File: config.mk
export PLATFORM = sky130hd
export DESIGN_NAME = brc_top
export DESIGN_NICKNAME = d
export VERILOG_FILES = /design/src/rtl/brc_pkg.sv /design/src/rtl/brc_top.sv
export VERILOG_INCLUDE_DIRS = /design/src /design/src/rtl
export SDC_FILE = /design/constraint.sdc
export NUM_CORES = 1
export LEC_CHECK = 0
export BUFFER_PORTS_ARGS = -buffer_cell sky130_fd_sc_hd__buf_4
export CAP_MARGIN = 20
export CORE_MARGIN = 4
export CORE_UTILIZATION = 45
export CTS_CLUSTER_DIAMETER = 150
export DETAILED_ROUTE_END_ITERATION = 12
export PLACE_DENSITY = 0.69
export SETUP_SLACK_MARGIN = 0.15
export SLEW_MARGIN = 20
export SYNTH_ARGS = -nofsm -noshare
export SYNTH_HDL_FRONTEND = slang
export SYNTH_SLANG_ARGS = --single-unit
File: constraint.sdc
create_clock -name mclk -period 3.8 [get_ports mclk]
set_clock_uncertainty 0.05 [all_clocks]
set_input_delay 0.57 -clock mclk [delete_from_list [all_inputs] [get_ports mclk]]
set_output_delay 0.57 -clock mclk [all_outputs]
set_load 0.01 [all_outputs]
File: src/rtl/brc_cfg.svh
// Offsets, reset values and timing counts of the buck regulator control
`ifndef BRC_CFG_SVH
`define BRC_CFG_SVH
// ==========================================
// Register map
`define BRC_ADDR_CTRL 8'h00
`define BRC_ADDR_STATUS 8'h04
`define BRC_ADDR_SSCNT 8'h08
`define BRC_CTRL_EN_BIT 0
`define BRC_CTRL_HIGHVAR_BIT 1
`define BRC_CTRL_RST_EN 1'b1
`define BRC_CTRL_RST_HIGHVAR 1'b0
// ==========================================
// Timing
`define BRC_MCLK_KHZ 100000
`define BRC_OSC_KHZ 750
`define BRC_OSC_PER_CYC (`BRC_MCLK_KHZ / `BRC_OSC_KHZ)
`define BRC_SYNC_MIN_KHZ 500
`define BRC_SYNC_MAX_KHZ 1000
`define BRC_SYNC_MINPER_CYC (`BRC_MCLK_KHZ / `BRC_SYNC_MAX_KHZ)
`define BRC_SYNC_MAXPER_CYC (`BRC_MCLK_KHZ / `BRC_SYNC_MIN_KHZ)
`define BRC_SYNC_LOSS_PERIODS 4
`define BRC_SYNC_TO_CYC (`BRC_SYNC_LOSS_PERIODS * `BRC_SYNC_MAXPER_CYC)
`define BRC_DEAD_NS 20
`define BRC_MCLK_NS 10
`define BRC_DEAD_CYC ((`BRC_DEAD_NS + `BRC_MCLK_NS - 1) / `BRC_MCLK_NS)
`define BRC_SS_CYCLES 4096
`define BRC_OC_MAX 4'hF
`define BRC_OV_CYCLES 32
`define BRC_HOLD_CYCLES 16
`define BRC_RST_HOLD_MS 25
`define BRC_RST_HOLD_CYC (`BRC_RST_HOLD_MS * `BRC_MCLK_KHZ)
`endif

File: src/rtl/brc_pkg.sv
// Types shared by the buck regulator control logic
package brc_pkg;
  // ==========================================
  // Sequencer states
  typedef enum logic [1:0] {
    BRC_OFF,
    BRC_SOFT,
    BRC_RUN,
    BRC_HOLD
  } brc_state_t;
  // ==========================================
  // Analog comparator outputs
  typedef struct packed {
    logic ocTrip;
    logic ovTrip;
    logic inWindow;
    logic lockout;
    logic resetLow;
  } brc_sense_t;
endpackage

File: src/rtl/brc_top.sv
// Switching, sequencing, fault and supervisor logic of the buck regulator
`timescale 1ns/100ps
`include "brc_cfg.svh"
module brc_top import brc_pkg::*; #(
  parameter int unsigned RST_HOLD_CYC = `BRC_RST_HOLD_CYC
) (
  // Clock and reset
  input wire logic mclk,
  input wire logic rstn,
  // Register port
  input wire logic [7:0] addr,
  input wire logic [31:0] wrData,
  input wire logic wrEn,
  input wire logic rdEn,
  output logic [31:0] rdData,
  // Control pins
  input wire logic enable,
  input wire logic syncIn,
  input wire logic selHigh,
  input wire logic selLow,
  // Analog comparators
  input wire brc_sense_t sense,
  input wire logic peakTrip,
  input wire logic limitTrip,
  // Power stage
  output logic hsOn,
  output logic lsOn,
  output logic oscRun,
  output logic refOn,
  output logic refFixed,
  output logic [3:0] ssLimit,
  output logic [1:0] levelCode,
  // Regulation-ok open-drain pin and reset output
  output logic regOkOut,
  output logic regOkOeN,
  output logic resetN
);

  // ==========================================
  // Functions
  function automatic logic [1:0] levelDecode(input logic hi, input logic lo,
                                             input logic highVar);
    logic [1:0] code;
    code = 2'h0;
    if (hi) begin
      code = highVar ? 2'h3 : 2'h2;
    end else if (!lo) begin
      code = highVar ? 2'h2 : 2'h1;
    end
    return code;
  endfunction

  function automatic logic [3:0] satStep(input logic [3:0] v, input logic up);
    logic [3:0] r;
    r = v;
    if (up && v != 4'hF) begin
      r = v + 4'h1;
    end else if (!up && v != 4'h0) begin
      r = v - 4'h1;
    end
    return r;
  endfunction

  // ==========================================
  // Registers
  logic swEnable;
  logic highVar;
  brc_state_t state;
  brc_state_t next_state;
  brc_sense_t senseMeta;
  brc_sense_t senseSync;
  logic syncPrev;
  logic [9:0] sinceEdge;
  logic extLocked;
  logic [7:0] phaseCnt;
  logic [11:0] ssCount;
  logic [3:0] ocCount;
  logic [4:0] ovCount;
  logic [3:0] holdCnt;
  logic [1:0] deadCnt;
  logic [21:0] rstCnt;

  // ==========================================
  // Register port decode
  wire selCtrl = addr == `BRC_ADDR_CTRL;
  wire selStatus = addr == `BRC_ADDR_STATUS;
  wire selSs = addr == `BRC_ADDR_SSCNT;
  wire [31:0] statusWord = {17'h0, levelCode, ovCount, ocCount,
                            (state != BRC_OFF), resetN, regOkOeN, extLocked};
  wire [31:0] rdMux = selCtrl ? {30'h0, highVar, swEnable} :
                      selStatus ? statusWord :
                      selSs ? {20'h0, ssCount} : 32'h0;

  always_ff @(posedge mclk or negedge rstn) begin
    if (!rstn) begin
      swEnable <= `BRC_CTRL_RST_EN;
      highVar <= `BRC_CTRL_RST_HIGHVAR;
    end else if (wrEn && selCtrl) begin
      swEnable <= wrData[`BRC_CTRL_EN_BIT];
      highVar <= wrData[`BRC_CTRL_HIGHVAR_BIT];
    end
  end

  // Read data stand for one cycle only
  always_ff @(posedge mclk or negedge rstn) begin
    if (!rstn) begin
      rdData <= 32'h0;
    end else begin
      rdData <= rdEn ? rdMux : 32'h0;
    end
  end

  // ==========================================
  // Comparator synchroniser
  // two-flop capture
  always_ff @(posedge mclk or negedge rstn) begin
    if (!rstn) begin
      senseMeta <= '0;
      senseSync <= '0;
    end else begin
      senseMeta <= sense;
      senseSync <= senseMeta;
    end
  end

  // ==========================================
  // Switching clock: external lock with internal fallback
  wire running = state != BRC_OFF;
  wire syncRise = syncIn && !syncPrev;
  // Edges faster than 1000 kHz are ignored once locked; the timer lags the edge by one
  wire validEdge = syncRise &&
                   (!extLocked || sinceEdge >= 10'(`BRC_SYNC_MINPER_CYC - 1));
  wire syncLost = sinceEdge == 10'(`BRC_SYNC_TO_CYC);
  wire intWrap = phaseCnt == 8'(`BRC_OSC_PER_CYC - 1);
  // Internal phase keeps counting while locked, so a fallback needs no restart
  wire cycleStart = running && (extLocked ? validEdge : (validEdge || intWrap));

  always_ff @(posedge mclk or negedge rstn) begin
    if (!rstn) begin
      syncPrev <= 1'b0;
    end else begin
      syncPrev <= syncIn;
    end
  end

  // idle timer on the sync input
  always_ff @(posedge mclk or negedge rstn) begin
    if (!rstn) begin
      sinceEdge <= 10'h0;
    end else if (syncRise) begin
      sinceEdge <= 10'h0;
    end else if (!syncLost) begin
      sinceEdge <= sinceEdge + 10'h1;
    end
  end

  always_ff @(posedge mclk or negedge rstn) begin
    if (!rstn) begin
      extLocked <= 1'b0;
    end else if (!running) begin
      extLocked <= 1'b0;
    end else if (validEdge) begin
      extLocked <= 1'b1;
    end else if (syncLost) begin
      extLocked <= 1'b0;
    end
  end

  always_ff @(posedge mclk or negedge rstn) begin
    if (!rstn) begin
      phaseCnt <= 8'h0;
    end else if (!running || cycleStart || intWrap) begin
      phaseCnt <= 8'h0;
    end else begin
      phaseCnt <= phaseCnt + 8'h1;
    end
  end

  // ==========================================
  // Sequencer
  wire enGo = enable && swEnable;
  wire switching = state == BRC_SOFT || state == BRC_RUN;
  wire ssEnd = ssCount == 12'(`BRC_SS_CYCLES - 1);
  wire ocFull = ocCount == `BRC_OC_MAX;
  wire ovFull = ovCount == 5'(`BRC_OV_CYCLES - 1) && senseSync.ovTrip;
  wire holdEnd = holdCnt == 4'(`BRC_HOLD_CYCLES - 1);

  always_comb begin
    next_state = state;
    case (state)
      BRC_OFF: begin
        if (enGo && !senseSync.lockout) begin
          next_state = BRC_SOFT;
        end
      end
      BRC_SOFT: begin
        if (ocFull || (cycleStart && ovFull)) begin
          next_state = BRC_HOLD;
        end else if (cycleStart && ssEnd) begin
          next_state = BRC_RUN;
        end
      end
      BRC_RUN: begin
        if (ocFull || (cycleStart && ovFull)) begin
          next_state = BRC_HOLD;
        end
      end
      BRC_HOLD: begin
        if (cycleStart && holdEnd) begin
          next_state = BRC_SOFT;
        end
      end
      default: begin
        next_state = BRC_OFF;
      end
    endcase
    // reset output is not an input to this path
    if (!enGo || senseSync.lockout) begin
      next_state = BRC_OFF;
    end
  end

  always_ff @(posedge mclk or negedge rstn) begin
    if (!rstn) begin
      state <= BRC_OFF;
    end else begin
      state <= next_state;
    end
  end

  always_ff @(posedge mclk or negedge rstn) begin
    if (!rstn) begin
      ssCount <= 12'h0;
    end else if (state != BRC_SOFT) begin
      ssCount <= 12'h0;
    end else if (cycleStart && !ssEnd) begin
      ssCount <= ssCount + 12'h1;
    end
  end

  always_ff @(posedge mclk or negedge rstn) begin
    if (!rstn) begin
      ocCount <= 4'h0;
    end else if (!switching) begin
      ocCount <= 4'h0;
    end else if (cycleStart) begin
      ocCount <= satStep(ocCount, senseSync.ocTrip);
    end
  end

  always_ff @(posedge mclk or negedge rstn) begin
    if (!rstn) begin
      ovCount <= 5'h0;
    end else if (!switching) begin
      ovCount <= 5'h0;
    end else if (cycleStart) begin
      ovCount <= senseSync.ovTrip ? ovCount + 5'h1 : 5'h0;
    end
  end

  // 16-cycle off time before a fresh soft-start
  always_ff @(posedge mclk or negedge rstn) begin
    if (!rstn) begin
      holdCnt <= 4'h0;
    end else if (state != BRC_HOLD) begin
      holdCnt <= 4'h0;
    end else if (cycleStart) begin
      holdCnt <= holdCnt + 4'h1;
    end
  end

  // ==========================================
  // Switch drive
  // current limit trip ends high-side conduction like the PWM trip
  wire hsTrip = hsOn && (peakTrip || limitTrip) && !cycleStart;
  // Gated on the next state so a fault or shutdown decision never opens a new pulse
  wire nextSwitching = next_state == BRC_SOFT || next_state == BRC_RUN;
  // low side is never released on zero current, so reverse current flows
  wire next_hsOn = nextSwitching && (cycleStart || (hsOn && !hsTrip));
  wire next_lsOn = nextSwitching && !cycleStart && (lsOn || deadCnt == 2'h1);

  // dead time and low side release
  always_ff @(posedge mclk or negedge rstn) begin
    if (!rstn) begin
      hsOn <= 1'b0;
      lsOn <= 1'b0;
      deadCnt <= 2'h0;
    end else begin
      hsOn <= next_hsOn;
      lsOn <= next_lsOn;
      // A dead-time count left from the last cycle must not turn the low side on
      if (cycleStart) begin
        deadCnt <= 2'h0;
      end else if (hsTrip) begin
        deadCnt <= 2'(`BRC_DEAD_CYC);
      end else if (deadCnt != 2'h0) begin
        deadCnt <= deadCnt - 2'h1;
      end
    end
  end

  always_ff @(posedge mclk or negedge rstn) begin
    if (!rstn) begin
      oscRun <= 1'b0;
      refOn <= 1'b0;
      refFixed <= 1'b0;
      ssLimit <= 4'h0;
      levelCode <= 2'h0;
    end else begin
      oscRun <= next_state != BRC_OFF;
      refOn <= next_state != BRC_OFF;
      refFixed <= next_state == BRC_RUN;
      ssLimit <= next_state == BRC_RUN ? 4'hF :
                 next_state == BRC_SOFT ? ssCount[11:8] : 4'h0;
      levelCode <= levelDecode(selHigh, selLow, highVar);
    end
  end

  // ==========================================
  // Regulation-ok and supervisor
  // pin pulled low unless enabled and in window
  always_ff @(posedge mclk or negedge rstn) begin
    if (!rstn) begin
      regOkOut <= 1'b0;
      regOkOeN <= 1'b0;
    end else begin
      regOkOut <= 1'b0;
      regOkOeN <= running && senseSync.inWindow;
    end
  end

  // minimum reset pulse, also held after power-on
  always_ff @(posedge mclk or negedge rstn) begin
    if (!rstn) begin
      rstCnt <= 22'(RST_HOLD_CYC);
      resetN <= 1'b0;
    end else begin
      if (senseSync.resetLow) begin
        rstCnt <= 22'(RST_HOLD_CYC);
      end else if (rstCnt != 22'h0) begin
        rstCnt <= rstCnt - 22'h1;
      end
      resetN <= !senseSync.resetLow && rstCnt == 22'h0;
    end
  end

  // ==========================================
  // Assertions
  property p_pgOff;
    @(posedge mclk) disable iff (!rstn) !running |=> !regOkOeN;
  endproperty
  a_pgOff: assert property (p_pgOff) else $error("flag released while off");

  property p_syncLost;
    @(posedge mclk) disable iff (!rstn) (extLocked && syncLost && !syncRise) |=> !extLocked;
  endproperty
  a_syncLost: assert property (p_syncLost) else $error("no fallback");

  property p_ocSat;
    @(posedge mclk) disable iff (!rstn)
      (switching && cycleStart && ocCount == 4'h0 && !senseSync.ocTrip) |=> ocCount == 4'h0;
  endproperty
  a_ocSat: assert property (p_ocSat) else $error("counter wrapped");

  property p_ocShut;
    @(posedge mclk) disable iff (!rstn)
      (switching && ocFull && enGo && !senseSync.lockout) |=> state == BRC_HOLD ##1 !hsOn;
  endproperty
  a_ocShut: assert property (p_ocShut) else $error("overcurrent not shut");

  property p_ovShut;
    @(posedge mclk) disable iff (!rstn)
      (switching && cycleStart && ovFull && enGo && !senseSync.lockout) |=> state == BRC_HOLD;
  endproperty
  a_ovShut: assert property (p_ovShut) else $error("overvoltage not shut");

  property p_hsStart;
    @(posedge mclk) disable iff (!rstn) (cycleStart && switching && next_state == state) |=> hsOn;
  endproperty
  a_hsStart: assert property (p_hsStart) else $error("high side late");

  property p_dead;
    @(posedge mclk) disable iff (!rstn) $fell(hsOn) |-> !lsOn ##1 !lsOn;
  endproperty
  a_dead: assert property (p_dead) else $error("dead time short");

  property p_noOverlap;
    @(posedge mclk) disable iff (!rstn) !(hsOn && lsOn);
  endproperty
  a_noOverlap: assert property (p_noOverlap) else $error("shoot through");

  property p_shutdown;
    @(posedge mclk) disable iff (!rstn) !enable |=> !oscRun ##1 (!hsOn && !lsOn);
  endproperty
  a_shutdown: assert property (p_shutdown) else $error("active in shutdown");

  property p_lockout;
    @(posedge mclk) disable iff (!rstn) senseSync.lockout |=> state == BRC_OFF;
  endproperty
  a_lockout: assert property (p_lockout) else $error("start under lockout");

  property p_rstLow;
    @(posedge mclk) disable iff (!rstn) $fell(senseSync.resetLow) |=> !resetN [*8];
  endproperty
  a_rstLow: assert property (p_rstLow) else $error("reset pulse short");

  property p_ssDone;
    @(posedge mclk) disable iff (!rstn)
      (state == BRC_SOFT && next_state == BRC_RUN) |=> refFixed;
  endproperty
  a_ssDone: assert property (p_ssDone) else $error("reference not fixed");

  c_lock: cover property (@(posedge mclk) disable iff (!rstn) $rose(extLocked));
  c_hold: cover property (@(posedge mclk) disable iff (!rstn) state == BRC_HOLD);
  c_run: cover property (@(posedge mclk) disable iff (!rstn) $rose(refFixed));
  c_rst: cover property (@(posedge mclk) disable iff (!rstn) $rose(resetN));

endmodule

**Yosys cells after proc, flatten, opt, wreduce, memory -nomap -nowiden**

Index checks and enable logic that the tools add are counted.

- Bits in registers: 110
- Input port bits: 55

- Add/subtract/negate cells: 9
- Magnitude comparators: 1
- Equal/unequal tests: 21
- Mux-type cells: 40
- Reductions and logical operators: 55

Operators by type and width:

| kind | number |
|---|---|
| 15-bit 2-to-1 mux | 3 |
| 22-bit 2-to-1 mux | 2 |
| 12-bit 2-to-1 mux | 3 |
| 4-bit 2-to-1 mux | 8 |
| 2-bit 2-to-1 mux | 12 |
| 22-bit logical NOT | 1 |
| 22-bit nonzero test | 1 |
| 22-bit by 1-bit subtractor with 22-bit output, second input constant | 1 |
| 1-bit logical AND | 21 |
| 10-bit 2-to-1 mux | 2 |
| 5-bit 2-to-1 mux | 3 |
| 12-bit by 1-bit adder with 12-bit output, second input constant | 1 |
| 12-bit equality test, second input constant | 1 |
| 2-bit nonzero test | 6 |
| 1-bit logical OR | 11 |
| 10-bit by 1-bit adder with 10-bit output, second input constant | 1 |
| 10-bit equality test, second input constant | 1 |
| 10-bit by 7-bit greater-or-equal comparator with 1-bit output, second input constant | 1 |
| 1-bit logical NOT | 10 |
| 4-bit by 1-bit adder with 4-bit output, second input constant | 2 |
| 8-bit by 1-bit adder with 8-bit output, second input constant | 1 |
| 4-bit equality test, second input constant | 2 |
| 8-bit by 3-bit equality test with 1-bit output, second input constant | 1 |
| 8-bit by 4-bit equality test with 1-bit output, second input constant | 1 |
| 19 further kinds | 30 |

**Longest topological paths before layout**

- Word-level depth: 15
- Mapped depth: 11
- Mapped depth without buffers: 11

**Least setup slack after synthesis**

Ideal clock, no wire load.

- Kind: flip-flop to flip-flop
- Start: register phaseCnt[4]
- End: register lsOn
- Arrival time: 2.595 ns
- Required time: 3.664 ns
- Path slack: 1.069 ns
- Stages on the path, launching flop included: 9
- Period minus slack after synthesis: 2.731 ns
- Path through: dfrtp_1 or4b_4 or4_1 buf_2 a2111oi_4 nor3_2 and2_1 ha_1 nor3_1

- Word-level cells in the longest chain between the ends: 13
- Elaborated cells between the ends (all ways): 20
- Classes of those cells: eq/ne (3); mux (7); reduce/logical (10)

RTL lines:

| item | line | text |
|---|---|---|
| start, declared | brc_top.sv:75 | `logic [7:0] phaseCnt;` |
| start signal, assigned | brc_top.sv:175 | `phaseCnt <= phaseCnt + 8'h1;` |
| 8-bit equality test * | brc_top.sv:134 | `` wire intWrap = phaseCnt == 8'(`BRC_OSC_PER_CYC - 1); `` |
| 1-bit logical OR * | brc_top.sv:136 | `wire cycleStart = running && (extLocked ? validEdge : (validEdge \|\| intWrap));` |
| 1-bit 2-to-1 mux * | brc_top.sv:136 |  |
| 1-bit logical AND * | brc_top.sv:136 |  |
| 1-bit logical AND (on tied branches) | brc_top.sv:199, brc_top.sv:197, brc_top.sv:204 |  |
| 2-bit 2-to-1 mux or 1-bit logical OR (tied branches) | brc_top.sv:199, brc_top.sv:197, brc_top.sv:204 |  |
| 2-bit 2-to-1 mux (on tied branches) | brc_top.sv:197, brc_top.sv:204 |  |
| 2-bit one-hot mux with 4 select lines | brc_top.sv:190 | `case (state)` |
| 2-bit 2-to-1 mux | brc_top.sv:218 | `if (!enGo \|\| senseSync.lockout) begin` |
| 2-bit by 1-bit equality test with 1-bit output or 2-bit equality test (tied branches) | brc_top.sv:277 | `wire nextSwitching = next_state == BRC_SOFT \|\| next_state == BRC_RUN;` |
| 1-bit logical OR | brc_top.sv:277 |  |
| 1-bit logical AND * (2 in series) | brc_top.sv:280 | `wire next_lsOn = nextSwitching && !cycleStart && (lsOn \|\| deadCnt == 2'h1);` |
| net next_lsOn | brc_top.sv:280 |  |
| end signal, assigned | brc_top.sv:290 | `lsOn <= next_lsOn;` |
| end, declared | brc_top.sv:27 | `output logic lsOn,` |

Mark *: on every way through the listed nets, which the timed path passes. The rest lies on a longest branch.
A chain may end at the register's enable or synchronous reset.

**Worst setup path after layout**

Same ends and word-level chain as after synthesis.

==> flow_metrics.py <==
metrics = {
    "cts": {
        "cts.reportedPaths.clkPinSlew_ns": 0.08,
        "cts_root_buf": "clkbuf_16",
        "cts_hold_buffers": 0,
        "cts_tree": "done",
        "post_cts_buffers": 0,
        "h-tree-depth": 3,
        "clk_path_buf_depth": 2,
        "post_cts_resized": 0,
        "cts-buffers-inserted": 9,
        "clock-sinks": 110,
        "clock_latency_ns": 0.35,
    },
    "logic_synthesis": {
        "yosys-top-cells-count": "dfrtp_1 (101), nor2_1 (58), nand2_1 (34), a21oi_1 (24), inv_1 (24)",
        "yosys_warnings": 0,
        "synth-seq-cells": 110,
        "syn_area_um2": 5540,
        "syn_area_per_cell_um2": 10.1,
        "ys_top_cells_by_area": "dfrtp_1 (46%), ha_1 (4.3%), dfstp_2 (4.3%)",
        "netlist_instances": 547,
        "yosys.cell_types.count": 62,
        "synth_most_common_cell": "dfrtp_1",
        "ys_seq_area_share_pct": 49.9,
        "synth_flop_cell": "dfrtp_1",
        "synth.largest_area_cell": "dfrtp_1",
        "synth.top_cell.area_share_pct": 45.6,
        "synthArstFlopShare_pct": 100,
        "synth_edf_count": 0,
    },
    "timing": {
        "rsz0062_at_grt": "no",
        "slew_violations": 0,
        "setup_viol": 0,
        "whs_ns": 0.229,
        "fin_setup_tns_ns": 0,
        "final-hold-violation-count": 0,
        "fin_crit_sh_pct": 78.0,
        "maxSlewHeadroom_pct": 34.1,
        "period_needed_ns": 2.96,
        "worstMarginPinSlew_ns": 0.973,
        "layout_setup_ws_ns": 0.838,
        "fmaxAchievable_ghz": 0.338,
    },
    "worst_setup_path": {
        "setup.worst_path.end_class": "register",
        "critPathLaunchType": "register",
        "reg2reg_setup_slack_ns": 0.84,
        "crit_path_max_fanout": 8,
        "path_class": "reg2reg",
        "cp_slowest_cell": "or4_1",
        "critPathArrivalTime_ns": 3.17,
        "worstPathRequired_ns": 4.01,
        "path_cells": "or4b_4 -> or4_1 -> a2111oi_4 -> nor3_2 -> and2_1 -> ha_1 -> nor3_1",
        "max_stage_delay_ns": 0.66,
    },
    "routing": {
        "drt_iter0_drc": 273,
        "drc": 0,
        "drt-total-wl_mm": 11.3,
        "num_vias": 4109,
        "final_antenna_net_count": 0,
        "drtPass1Iterations": 5,
        "vias_per_cell": 5.49,
        "wl_per_cell_um": 15.1,
    },
    "global_routing": {
        "track_usage_pct": 16.8,
        "antenna_found_initial": 0,
        "grt_max_degree": 89,
        "globalRouteOverflowTotal": 0,
        "grt_pass1_vias": 4121,
        "grt_pass1_wl_mm": 19.8,
    },
    "placed_design": {
        "io_buffers": 52,
        "routabilityCongestion": 0.826,
        "place_area_um2": 6010,
        "dp_hpwl_mm": 8.04,
        "dpl_worst_slack_ns": 0.859,
    },
    "power": {
        "p_total_mw": 2.41,
        "clockPowerShare_pct": 36.9,
        "powerDensity_nw_per_um2": 383,
        "power_frac_comb_pct": 10.4,
        "power.net_switching_mw": 0.625,
        "pwr-share-seq_pct": 52.7,
        "p_sw_share_pct": 26.0,
        "irDropWorstVdd_mv": 0.227,
        "p_int_mw": 1.78,
        "p_leak_nw": 2.77,
    },
    "floorplanning": {
        "die_x_um": 119,
        "die_height_um": 119,
        "start_util_pct": 46.1,
        "rows": 40,
        "die-area_um2": 14100,
        "io_pins": 101,
        "core_area_um2": 12000,
    },
    "hold_path": {
        "min_path_type": "in2async",
    },
    "finish": {
        "finalInstanceArea_um2": 6300,
        "drive_gt1_share_pct": 16.3,
        "n_antenna_cell": 0,
        "area_growth_pct": 13.7,
        "nets": 672,
    },
    "outcome": {
        "outcome": "completed",
    },
    "flow_run": {
        "maxCapViolCount": 0,
    },
}
-- layer usage --
metal | up-vias | GRT usage (%) | routed length, um
met4 | 0 | 4.56 | 123
met1 | 1998 | 21.7 | 4910
met3 | 12 | 3.32 | 443
met2 | 105 | 28.9 | 5830
met5 | - | 0 | 0
li1 | 1994 | - | -
-- cells by family (layout without fill, tap and decap cells) --
logic type      after synthesis  in the layout  synth area share, %
other cells                   1             18               0.0677
compound gates              100            100                 12.8
simple gates                211            211                 19.9
mux                           9              9                 1.69
fa+ha+maj                    20             20                 4.65
buf+inv                      61             99                 5.44
flops                       110            110                 49.9
xor+xnor                     35             35                 5.54
-- flip-flops by register name (all words and copies together), names as in the netlist, 4 cells and up --
signal     flops
holdCnt        4
ssCount       12
sinceEdge     10
senseMeta      5
ssLimit        4
ocCount        4
rdData        15
rstCnt        22
ovCount        5
senseSync      5
phaseCnt       8
-- worst max-delay path, delay by kind of cell, from the launching register on --
| family | cells | cell delay, ns |
|---|---|---|
| AOI/OAI and AO/OA | 1 | 0.41 |
| DFF | 1 | 0.41 |
| and+or+nand+nor | 5 | 1.71 |
| adders and majority gates | 1 | 0.30 |
-- power by group through the flow --
stage | Sequential (mW) | Clock (mW) | Combinational [mW]
after floorplan | 1.28 | 0 | 0.184
after global placement | 1.29 | 0 | 0.239
after detailed placement | 1.29 | 0 | 0.252
after CTS | 1.27 | 0.923 | 0.253
after global routing | 1.28 | 0.971 | 0.288
final | 1.27 | 0.889 | 0.250
-- final timing paths --
path,to,depth (start not counted),from
min,ssLimit[2],1,rstn
max,lsOn,7,phaseCnt[4]
max reg2reg,lsOn,7,phaseCnt[4]
min in group mclk,senseMeta[4],1,sense[4]
max in group asynchronous,swEnable,2,rstn
min reg2reg,senseSync[4],0,senseMeta[4]
-- cell usage in the layout, fill, tap and decap left out, types with 11 or more instances in the layout --
| cell | count |
|---|---|
| xor2_1 | 21 |
| nor3_1 | 14 |
| a21oi_1 | 24 |
| or4_1 | 12 |
| dfrtp_1 | 101 |
| buf_4 | 57 |
| nand3_1 | 20 |
| conb_1 | 18 |
| nand2_1 | 34 |
| o21ai_0 | 15 |
| xnor2_1 | 14 |
| a22oi_1 | 11 |
| nor2_1 | 58 |
| ha_1 | 19 |
| inv_1 | 24 |
-- stage by stage --
step	utilization, %	std cells
2_1_floorplan	-	564
3_3_place_gp	50.0	732
3_5_place_dp	50.0	732
4_1_cts	52.3	748
5_1_grt	52.4	749
6_report	52.4	749
-- area by class of cell --
cell class / count / area, um^2
Tap cell: 147 / 184
Fill cell: 1077 / 5720
Multi-Input combinational cell: 393 / 2540
Timing Repair Buffer: 58 / 439
Clock buffer: 9 / 225
Sequential cell: 110 / 2760
Inverter: 25 / 93.8
Clock inverter: 7 / 53.8
No activity file was read; power rests on OpenSTA's default activity.
